--- config.mk ---
export PLATFORM = sky130hd
export DESIGN_NAME = ssf_status_baud
export DESIGN_NICKNAME = d
export VERILOG_FILES = /design/src/shared/ssf_pkg.sv /design/src/rtl/ssf_status_baud.sv
export SDC_FILE = /design/constraint.sdc
export NUM_CORES = 1
export LEC_CHECK = 0
export BUFFER_PORTS_ARGS = -buffer_cell sky130_fd_sc_hd__buf_4
export CAP_MARGIN = 10
export CELL_PAD_IN_SITES_DETAIL_PLACEMENT = 1
export CELL_PAD_IN_SITES_GLOBAL_PLACEMENT = 1
export CORE_MARGIN = 10
export CORE_UTILIZATION = 35
export DETAILED_ROUTE_END_ITERATION = 8
export PLACE_DENSITY_LB_ADDON = 0.1
export SLEW_MARGIN = 20
export SYNTH_ARGS = -nofsm -noshare
export SYNTH_HDL_FRONTEND = slang
export SYNTH_SLANG_ARGS = --single-unit
--- constraint.sdc ---
create_clock -name sys_clk -period 2.2 [get_ports sys_clk]
set_input_delay 0.44 -clock sys_clk [delete_from_list [all_inputs] [get_ports sys_clk]]
set_output_delay 0.44 -clock sys_clk [all_outputs]
set_load 0.05 [all_outputs]
--- src/shared/ssf_pkg.sv ---
package ssf_pkg;

  // Register indices; byte address is four times the index
  localparam logic [7:0] IDX_BAUD  = 8'h0D;
  localparam logic [7:0] IDX_CTRL  = 8'h0F;
  localparam logic [7:0] IDX_FLAG  = 8'h10;
  localparam logic [7:0] IDX_DATA  = 8'h11;
  localparam logic [7:0] ADDR_BAUD = {IDX_BAUD[5:0], 2'b00};
  localparam logic [7:0] ADDR_CTRL = {IDX_CTRL[5:0], 2'b00};
  localparam logic [7:0] ADDR_FLAG = {IDX_FLAG[5:0], 2'b00};
  localparam logic [7:0] ADDR_DATA = {IDX_DATA[5:0], 2'b00};

  // Flag register bit positions
  localparam int BIT_TX_EMPTY = 7;
  localparam int BIT_TX_DONE  = 6;
  localparam int BIT_RX_FULL  = 5;
  localparam int BIT_QUIET    = 4;
  localparam int BIT_OVERRUN  = 3;
  localparam int BIT_NOISE    = 2;
  localparam int BIT_FRAMING  = 1;
  localparam logic [7:0] TX_FLAG_MASK = 8'hC0;
  localparam logic [7:0] RX_FLAG_MASK = 8'h3E;
  localparam logic [7:0] FLAG_RESET   = 8'hC0;

  // Control register: interrupt enables
  localparam int BIT_TX_EMPTY_IRQ_EN = 7;
  localparam int BIT_TX_DONE_IRQ_EN  = 6;
  localparam int BIT_RX_FULL_IRQ_EN  = 5;
  localparam int BIT_QUIET_IRQ_EN    = 4;
  localparam logic [7:0] CTRL_MASK   = 8'hF0;
  localparam logic [7:0] CTRL_RESET  = 8'h00;

  // Baud register fields
  localparam int PRESCALE_LSB = 4;
  localparam int RATE_LSB     = 0;
  localparam logic [1:0] PRESCALE_RESET = 2'b00;
  localparam logic [3:0] PRESCALE_DIV0  = 4'h1;
  localparam logic [3:0] PRESCALE_DIV1  = 4'h3;
  localparam logic [3:0] PRESCALE_DIV2  = 4'h4;
  localparam logic [3:0] PRESCALE_DIV3  = 4'hD;

  // Consecutive idle bit times that mark a quiet line
  localparam logic [3:0] QUIET_BITS = 4'hA;

  typedef struct packed {
    logic [7:0] word;
    logic       noise;
    logic       stopBit;
  } ssf_rx_evt_t;

endpackage : ssf_pkg

--- src/rtl/ssf_status_baud.sv ---
// Chosen here: register access over APB.
`timescale 1ns/1ps
module ssf_status_baud (
  // Clock and reset
  input  wire logic                sys_clk,
  input  wire logic                rstn,
  // APB slave
  input  wire logic [7:0]          paddr,
  input  wire logic                psel,
  input  wire logic                penable,
  input  wire logic                pwrite,
  input  wire logic [31:0]         pwdata,
  output logic      [31:0]         prdata,
  output logic                     pready,
  output logic                     pslverr,
  // Transmit datapath
  input  wire logic                txLoad,
  input  wire logic                txBusy,
  output logic      [7:0]          txData,
  output logic                     txWrite,
  // Receive datapath
  input  wire logic                rxValid,
  input  wire ssf_pkg::ssf_rx_evt_t rxEvt,
  input  wire logic                rxLine,
  // Shared rate and interrupt
  output logic                     baudTick,
  output logic                     irqReq
);

  function automatic logic mapped(input logic [7:0] a);
    mapped = (a == ssf_pkg::ADDR_BAUD) || (a == ssf_pkg::ADDR_CTRL) ||
             (a == ssf_pkg::ADDR_FLAG) || (a == ssf_pkg::ADDR_DATA);
  endfunction : mapped

  function automatic logic [3:0] preDiv(input logic [1:0] sel);
    case (sel)
      2'b00:   preDiv = ssf_pkg::PRESCALE_DIV0;
      2'b01:   preDiv = ssf_pkg::PRESCALE_DIV1;
      2'b10:   preDiv = ssf_pkg::PRESCALE_DIV2;
      default: preDiv = ssf_pkg::PRESCALE_DIV3;
    endcase
  endfunction : preDiv

  function automatic logic [6:0] rateMask(input logic [2:0] sel);
    logic [7:0] m;
    m = (8'h01 << sel) - 8'h01;
    rateMask = m[6:0];
  endfunction : rateMask

  // State
  logic [7:0]  flags_ff;
  logic [7:0]  arm_ff;
  logic [7:0]  ctrl_ff;
  logic [1:0]  prescale_ff;
  logic [2:0]  rate_ff;
  logic [7:0]  rxBuf_ff;
  logic [31:0] prdata_ff;
  logic [7:0]  txData_ff;
  logic        txWrite_ff;
  logic        doneCond_ff;
  logic [3:0]  quietCnt_ff;
  logic [3:0]  preCnt_ff;
  logic [6:0]  rateCnt_ff;
  logic        baudTick_ff;
  logic        irqReq_ff;

  // Bus decode
  wire logic apbSetup  = psel & ~penable;
  wire logic apbAccess = psel & penable;
  wire logic wrEn      = apbAccess & pwrite;
  wire logic rdEn      = apbAccess & ~pwrite;
  wire logic dataWr    = wrEn & (paddr == ssf_pkg::ADDR_DATA);
  wire logic dataRd    = rdEn & (paddr == ssf_pkg::ADDR_DATA);
  wire logic flagRd    = rdEn & (paddr == ssf_pkg::ADDR_FLAG);
  wire logic ctrlWr    = wrEn & (paddr == ssf_pkg::ADDR_CTRL);
  wire logic baudWr    = wrEn & (paddr == ssf_pkg::ADDR_BAUD);

  wire logic [7:0] baudVal = {2'b00, prescale_ff, 1'b0, rate_ff};
  wire logic [7:0] readVal =
    (paddr == ssf_pkg::ADDR_BAUD) ? baudVal :
    (paddr == ssf_pkg::ADDR_CTRL) ? ctrl_ff :
    (paddr == ssf_pkg::ADDR_FLAG) ? flags_ff :
    (paddr == ssf_pkg::ADDR_DATA) ? rxBuf_ff : 8'h00;

  // Data access only clears flags whose arm was set by a prior flag read
  wire logic [7:0] accessMask = dataWr ? ssf_pkg::TX_FLAG_MASK :
                                dataRd ? ssf_pkg::RX_FLAG_MASK : 8'h00;
  wire logic [7:0] clrVec     = arm_ff & accessMask;
  // Flags seen are those latched into read data at setup, i.e. what software got
  wire logic [7:0] nxt_arm    = (arm_ff & ~accessMask) |
                                (flagRd ? prdata_ff[7:0] : 8'h00);

  // Transmit side; edge so a set flag cannot block its own clear
  wire logic doneCond = flags_ff[ssf_pkg::BIT_TX_EMPTY] & ~txBusy;
  wire logic doneSet  = doneCond & ~doneCond_ff;

  // Receive side
  wire logic rxHeld  = flags_ff[ssf_pkg::BIT_RX_FULL] &
                       ~clrVec[ssf_pkg::BIT_RX_FULL];
  wire logic rxLoad  = rxValid & ~rxHeld;
  wire logic rxOver  = rxValid & rxHeld;
  wire logic quietHit = baudTick_ff & rxLine &
                        (quietCnt_ff == ssf_pkg::QUIET_BITS - 4'h1);

  logic [7:0] setVec;
  always_comb begin
    setVec = 8'h00;
    setVec[ssf_pkg::BIT_TX_EMPTY] = txLoad;
    setVec[ssf_pkg::BIT_TX_DONE]  = doneSet;
    setVec[ssf_pkg::BIT_RX_FULL]  = rxLoad;
    setVec[ssf_pkg::BIT_QUIET]    = quietHit;
    setVec[ssf_pkg::BIT_OVERRUN]  = rxOver;
    setVec[ssf_pkg::BIT_NOISE]    = rxLoad & rxEvt.noise;
    // Framing only on a loaded word, so an overrun never sets it
    setVec[ssf_pkg::BIT_FRAMING]  = rxLoad & ~rxEvt.stopBit;
  end

  // Set wins over clear
  logic [7:0] nxt_flags;
  always_comb begin
    nxt_flags = (flags_ff & ~clrVec) | setVec;
    if (txBusy) begin
      nxt_flags[ssf_pkg::BIT_TX_DONE] = 1'b0;
    end
    nxt_flags[0] = 1'b0;
  end

  wire logic nxt_irq =
    (ctrl_ff[ssf_pkg::BIT_TX_EMPTY_IRQ_EN] & flags_ff[ssf_pkg::BIT_TX_EMPTY]) |
    (ctrl_ff[ssf_pkg::BIT_TX_DONE_IRQ_EN]  & flags_ff[ssf_pkg::BIT_TX_DONE])  |
    (ctrl_ff[ssf_pkg::BIT_RX_FULL_IRQ_EN]  & (flags_ff[ssf_pkg::BIT_RX_FULL] |
                                              flags_ff[ssf_pkg::BIT_OVERRUN])) |
    (ctrl_ff[ssf_pkg::BIT_QUIET_IRQ_EN]    & flags_ff[ssf_pkg::BIT_QUIET]);

  // Baud generator
  wire logic [3:0] preLast = preDiv(prescale_ff) - 4'h1;
  wire logic       preTick = (preCnt_ff >= preLast);
  wire logic [6:0] mask    = rateMask(rate_ff);
  wire logic       baudHit = preTick & ((rateCnt_ff & mask) == mask);

  always_ff @(posedge sys_clk or negedge rstn) begin
    if (!rstn) begin
      flags_ff    <= ssf_pkg::FLAG_RESET;
      arm_ff      <= 8'h00;
      doneCond_ff <= 1'b0;
      irqReq_ff   <= 1'b0;
    end else begin
      flags_ff    <= nxt_flags;
      arm_ff      <= nxt_arm;
      doneCond_ff <= doneCond;
      irqReq_ff   <= nxt_irq;
    end
  end

  always_ff @(posedge sys_clk or negedge rstn) begin
    if (!rstn) begin
      ctrl_ff     <= ssf_pkg::CTRL_RESET;
      prescale_ff <= ssf_pkg::PRESCALE_RESET;
    end else begin
      if (ctrlWr) begin
        ctrl_ff <= pwdata[7:0] & ssf_pkg::CTRL_MASK;
      end
      if (baudWr) begin
        prescale_ff <= pwdata[ssf_pkg::PRESCALE_LSB +: 2];
      end
    end
  end

  // Rate bits deliberately outside reset; power-up value is undefined
  always_ff @(posedge sys_clk) begin
    if (baudWr) begin
      rate_ff <= pwdata[ssf_pkg::RATE_LSB +: 3];
    end
  end

  always_ff @(posedge sys_clk or negedge rstn) begin
    if (!rstn) begin
      rxBuf_ff <= 8'h00;
    end else if (rxLoad) begin
      rxBuf_ff <= rxEvt.word;
    end
  end

  always_ff @(posedge sys_clk or negedge rstn) begin
    if (!rstn) begin
      prdata_ff  <= 32'h0000_0000;
      txData_ff  <= 8'h00;
      txWrite_ff <= 1'b0;
    end else begin
      if (apbSetup && !pwrite) begin
        prdata_ff <= {24'h00_0000, readVal};
      end
      if (dataWr) begin
        txData_ff <= pwdata[7:0];
      end
      txWrite_ff <= dataWr;
    end
  end

  // Counts idle bit times; saturates so one run of ones flags once
  always_ff @(posedge sys_clk or negedge rstn) begin
    if (!rstn) begin
      quietCnt_ff <= 4'h0;
    end else if (!rxLine) begin
      quietCnt_ff <= 4'h0;
    end else if (baudTick_ff && quietCnt_ff != ssf_pkg::QUIET_BITS) begin
      quietCnt_ff <= quietCnt_ff + 4'h1;
    end
  end

  always_ff @(posedge sys_clk or negedge rstn) begin
    if (!rstn) begin
      preCnt_ff   <= 4'h0;
      rateCnt_ff  <= 7'h00;
      baudTick_ff <= 1'b0;
    end else begin
      preCnt_ff   <= preTick ? 4'h0 : preCnt_ff + 4'h1;
      rateCnt_ff  <= preTick ? rateCnt_ff + 7'h01 : rateCnt_ff;
      baudTick_ff <= baudHit;
    end
  end

  assign prdata   = prdata_ff;
  assign pready   = 1'b1;
  assign pslverr  = apbAccess & ~mapped(paddr);
  assign txData   = txData_ff;
  assign txWrite  = txWrite_ff;
  assign baudTick = baudTick_ff;
  assign irqReq   = irqReq_ff;

endmodule : ssf_status_baud

After elaboration in Yosys (flattened, before gate mapping)

Index checks and enable logic that the tools add are counted.

Output and inout port bits: 45
Register bits after elaboration: 67

Eq/ne operators: 10
Mux-type cells: 12
$lt $le $gt $ge: 1
Shifts and indexed selects: 1
Bitwise logic cells: 44
Reduce and logical (&&, ||, !) cells: 7
Add/sub/neg operators: 5

Operators with widths:

| cell                | number |
|---|---|
| $mux 8              | 6 |
| $and 1x1->1         | 24 |
| $and 8x8->8         | 3 |
| $eq 8x6->1 const B  | 2 |
| $eq 8x7->1 const B  | 2 |
| $not 8->8           | 2 |
| $or 8x8->8          | 2 |
| $mux 4              | 3 |
| $pmux 4 s3          | 1 |
| $add 4x1->4 const B | 2 |
| $not 1->1           | 8 |
| $add 7x1->7 const B | 1 |
| $and 7x7->7         | 1 |
| $eq 7x7->1          | 1 |
| $shl 1x3->7 const A | 1 |
| $sub 7x1->7 const B | 1 |
| $mux 6              | 1 |
| $eq 4x4->1 const B  | 1 |
| $ge 4x4->1          | 1 |
| $ne 4x4->1 const B  | 1 |
| $or 1x1->1          | 4 |
| $sub 4x1->4 const B | 1 |
| $logic_or 1x1->1    | 3 |
| $eq 2x1->1 const B  | 1 |
| 6 further kinds     | 7 |

Longest topological paths before layout

Depth after elaboration: 13
Mapped depth: 7
Gate-level depth less buffers: 7

Worst setup path after synthesis

No wires, ideal clock.

Path kind: input port to flip-flop
Start: input paddr[5]
End: register rxBuf_ff[0]
Path slack: 83 ps
Library setup time: 125 ps
Buffers on the path: 1
Stages: 5
Data required time: 2,075 ps
Data arrival time: 1,992 ps
Cells stage by stage: or4b_4 > o41ai_4 > and2_4 > buf_12 > mux2_4

Cells in the longest elaborated chain, start to end: 9
Elaborated cells between the ends (all ways): 10
Classes of those cells: eq/ne (1); mux (2); bitwise (7)

RTL lines:

| what                 | RTL line                                     | RTL |
|---|---|---|
| from (decl)          | ssf_status_baud.sv:8                         | `input wire logic [7:0] paddr,` |
| $eq 8x7->1 (*)       | ssf_status_baud.sv:72, ssf_status_baud.sv:73 |  |
| $and 1x1->1          | ssf_status_baud.sv:73                        | `wire logic dataRd = rdEn & (paddr == ssf_pkg::ADDR_DATA);` |
| $mux 6               | ssf_status_baud.sv:87                        | `dataRd ? ssf_pkg::RX_FLAG_MASK : 8'h00;` |
| $mux 8 (*)           | ssf_status_baud.sv:86                        | `wire logic [7:0] accessMask = dataWr ? ssf_pkg::TX_FLAG_MASK :` |
| $and 8x8->8 (*)      | ssf_status_baud.sv:88                        | `wire logic [7:0] clrVec = arm_ff & accessMask;` |
| $not 1->1 (*)        | ssf_status_baud.sv:99                        | `~clrVec[ssf_pkg::BIT_RX_FULL];` |
| $and 1x1->1 (*)      | ssf_status_baud.sv:98                        | `wire logic rxHeld = flags_ff[ssf_pkg::BIT_RX_FULL] &` |
| $not 1->1 (*)        | ssf_status_baud.sv:100                       | `wire logic rxLoad = rxValid & ~rxHeld;` |
| $and 1x1->1 (*)      | ssf_status_baud.sv:100                       |  |
| to (signal assigned) | ssf_status_baud.sv:180                       | `rxBuf_ff <= rxEvt.word;` |
| to (decl)            | ssf_status_baud.sv:56                        | `logic [7:0] rxBuf_ff;` |

Every way passes the cells marked *; elsewhere a longest branch is shown, timed or not.
A chain may end at the register's enable or synchronous reset.

Worst setup path after layout

Start: input paddr[5]
End: output pslverr

Cells in the longest elaborated chain, start to end: 6
Elaborated cells between the ends (all ways): 9
Classes of those cells: eq/ne (4); bitwise (2); reduce/logical (3)

RTL lines:

| what                          | RTL line               | RTL |
|---|---|---|
| $eq 8x6->1                    | ssf_status_baud.sv:31  | `mapped = (a == ssf_pkg::ADDR_BAUD) \|\| (a == ssf_pkg::ADDR_CTRL) \|\|` |
| $logic_or 1x1->1 (2 in a row) | ssf_status_baud.sv:31  |  |
| $logic_or 1x1->1 (*)          | ssf_status_baud.sv:32  | `(a == ssf_pkg::ADDR_FLAG) \|\| (a == ssf_pkg::ADDR_DATA);` |
| $not 1->1 (*)                 | ssf_status_baud.sv:225 | `assign pslverr = apbAccess & ~mapped(paddr);` |
| $and 1x1->1 (*)               | ssf_status_baud.sv:225 |  |
| to (decl)                     | ssf_status_baud.sv:15  | `output logic pslverr,` |

Marks and branches as above.

==> impl_results.md <==
- Layout overhead on the synthesized area: 24.2%
- GRT Util Overall: 0.131
- Placement Cell Area: 3840 sq um
- Die Area: 13700 sq um
- Leak: 2.01 nW
- Num ports: 104
- Routed vias/inst: 4.87
- Die Wd: 117 microns
- Hpwl dp: 6.64 mm
- Global-route wire length before repair: 13.8 mm
- Cell Pwr Density: 794 nW/um^2
- CTS tree: done
- Total grt overflow: 0
- Clk_skew: 8.73 ps
- Share of cells above drive strength 1: 0.315
- FFs w/ async S/R, synth: 0.955
- Cell-by-cell listing of the critical path: buf_4 -> or4b_4 -> buf_4 -> o21ai_2 -> a21oi_1 -> buf_4
- CTS root buf: clkbuf_8
- Total routed wirelength: 8.45 mm
- Cells after Synth: 296
- Worst endpoint required time: 1760 ps
- Final ANT Viol Nets: 0
- Core Area: 9200 sq um
- Status: finished, final reports clean
- Number of global-route vias before repair: 2691
- CP Launch Type: input pin
- Post-synth top area share: 0.464
- Clock H-tree levels: 3
- GPL Wtd Cong: 0.801
- WP buf/inv: 3
- Unrepaired setup endpoints after global routing: no
- Yosys warning total: 0
- Worst IR Drop VDD: 0.322 mV
- Post-synth EDFFs: 3
- Final hold vios: 0
- Initial core utilization: 0.358
- Crit path max-delay cell type: or4b_4
- Fmax: 0.463 GHz
- Fin util: 0.444
- Inserted Clock Buffers: 9
- Crit path kind: input pin to primary output
- Antenna diodes: 0
- Fill cells: 1037
- Leading area contributor after synthesis: dfrtp_1
- Tot Pwr: 3.25 mW
- Clock transition at path regs: 70 ps
- Post-route clock period utilization: 0.982
- Largest net degree at the start of global routing: 39
- Hold WC Path Type: input pin to asynchronous set/reset pin
- Yosys cell types: 51
- Critical Path Max Stage Delay: 570 ps
- DRC: 0
- Iteration-0 DRC count of the detailed router: 67
- Final Cell Area: 4090 sq um
- Worst Path Arrival: 1720 ps
- Post_cts resized: 2
- Vert. Die Dim: 117 microns
- WL per Instance: 17.3 microns
- Std-Cell Rows: 35
- CP max FO: 5
- Period minus WS final: 2160 ps
- Family with the most delay on the worst path: simple AND/OR/NAND/NOR gates
- Synth Register Bits: 66
- Clock sink count: 66
- # setup viols final: 0
- Sequential share of the synthesized area: 0.507
- Hold WS: 55.9 ps
- Crit path capture type: primary output
- Largest cells by area after synthesis: dfrtp_1 (46%), buf_4 (5.7%), nand2_1 (4.9%), ha_1 (4.2%), mux2_2 (3.8%)
- Setup TNS Final: 0 ps
- Avg Cell Area, Syn: 11.1 sq um
- Clock buffer depth: 2
- I/O Buffers: 54
- Post-Syn Area: 3290 sq um
- Fin nets: 443
- Post-CTS Setup Inserts: 0
- Final Slew Violations: 0
- Routed vias: 2381
- Post-synth top flop: dfrtp_1
- MaxCap Viol Count: 0
- Top cell by count, worst path: buf_4
- Hold_buf cts: 0
- TritonRoute pass-1 iters: 5
- Antenna violations before repair: 0
- Clock Latency Late Sink: 340 ps
==> cells in the mapped netlist (all sizes together), types with 2 or more instances <==
master	instances
clkbuf	3
nand2b	3
dfrtp	61
nand3b	2
ha	11
nor2	13
and2	4
xor2	3
mux2	19
nand4	5
a22o	11
nand3	6
nand2	43
a21o	2
buf	28
conb	2
a22oi	6
xnor2	8
inv	11
edfxtp	3
nor4	2
mux2i	3
o211ai	4
or2	2
or3	3
and3	3
dfstp	2
o21ai	10
nor3	3
a21oi	4
==> final cells by class <==
cell class / instances / area (sq um) / area share
Clock buffer: 11 / 163 / 0.0398
Clock inverter: 5 / 83.8 / 0.0205
Inverter: 12 / 46.3 / 0.0113
Multi-Input combinational cell: 210 / 1430 / 0.350
Sequential cell: 66 / 1670 / 0.408
Tap cell: 111 / 139 / 0.0340
Timing Repair Buffer: 74 / 556 / 0.136
==> layout by cell type, fill, tap and decap left out, types with 2 or more instances in the layout <==
cell	n
xnor2_1	8
and2_1	3
and3_1	3
nand2b_1	3
a21oi_1	4
nand4_1	5
nand2_1	43
nand3b_1	2
inv_1	11
or3_1	3
clkbuf_8	10
a22oi_1	6
mux2_4	8
o211ai_1	4
nor2_1	13
dfstp_2	2
ha_1	11
or2_2	2
nor4_1	2
bufinv_16	2
mux2_2	11
mux2i_1	3
conb_1	25
nor3_1	3
o21ai_0	9
edfxtp_1	3
clkinvlp_4	2
xor2_1	3
dfrtp_1	61
a22o_1	11
nand3_1	6
a21o_1	2
buf_4	74
==> flip-flops by register name (all words and copies together) (netlist names) <==
name	cells
arm_ff	7
baudTick	1
ctrl_ff	4
doneCond_ff	1
flags_ff	7
irqReq	1
prdata	8
preCnt_ff	4
prescale_ff	2
quietCnt_ff	4
rateCnt_ff	7
rate_ff	3
rxBuf_ff	8
txData	8
txWrite	1
==> cell families after synthesis <==
logic type / share of synthesized area
other: 0.00228
multiplexers: 0.0833
AND/OR/NAND/NOR: 0.152
AO/OA/AOI/OAI: 0.0981
flip-flops: 0.507
buffers and inverters: 0.0855
XOR/XNOR: 0.0293
adder cells (fa/ha/maj): 0.0418
==> metrics by stage <==
step | instances | worst slack, ps
finish | 489 | 39.6
global route | 489 | 0.00844
CTS | 489 | 30.3
detailed placement | 473 | -77.3
global placement | 473 | -83.9
floorplan | 319 | 82.7
==> report_power, final <==
part / switching [mW] / leakage (nW) / internal, mW
combinational: 0.313 / 1.04 / 0.249
clock: 0.493 / 0.117 / 0.740
sequential: 0.114 / 0.853 / 1.34
==> per-layer routing <==
| metal | track usage | vias up | wire length, microns |
|---|---|---|---|
| li1 | - | 1138 | - |
| met1 | 0.156 | 1180 | 3690 |
| met2 | 0.219 | 52 | 4220 |
| met3 | 0.0382 | 11 | 424 |
| met4 | 0.0470 | 0 | 119 |
| met5 | 0 | - | 0 |
==> worst paths after layout <==
path                                             from                         to  slack [ps]  cells after the start
max                                          paddr[5]                    pslverr          40                      6
min                                              rstn  rateCnt_ff[3]$_DFFE_PN0N_          60                      1
max reg2reg                prescale_ff[1]$_DFFE_PN0P_  rateCnt_ff[1]$_DFFE_PN0N_         120                      6
min reg2reg                     doneCond_ff$_DFF_PN0_      flags_ff[6]$_DFF_PN1_         460                      2
max in group asynchronous                        rstn      flags_ff[7]$_DFF_PN1_        1530                      2
min in group sys_clk                           txBusy      flags_ff[6]$_DFF_PN1_         220                      2
==> worst reg2reg max path, stage by stage (launching register included) <==
cell	delay (ps)
dfrtp_1	430
ha_1	210
ha_1	270
nand2b_1	140
a2111o_1	440
and2_1	200
mux2_2	280
Power figures use the tool's default switching activity.
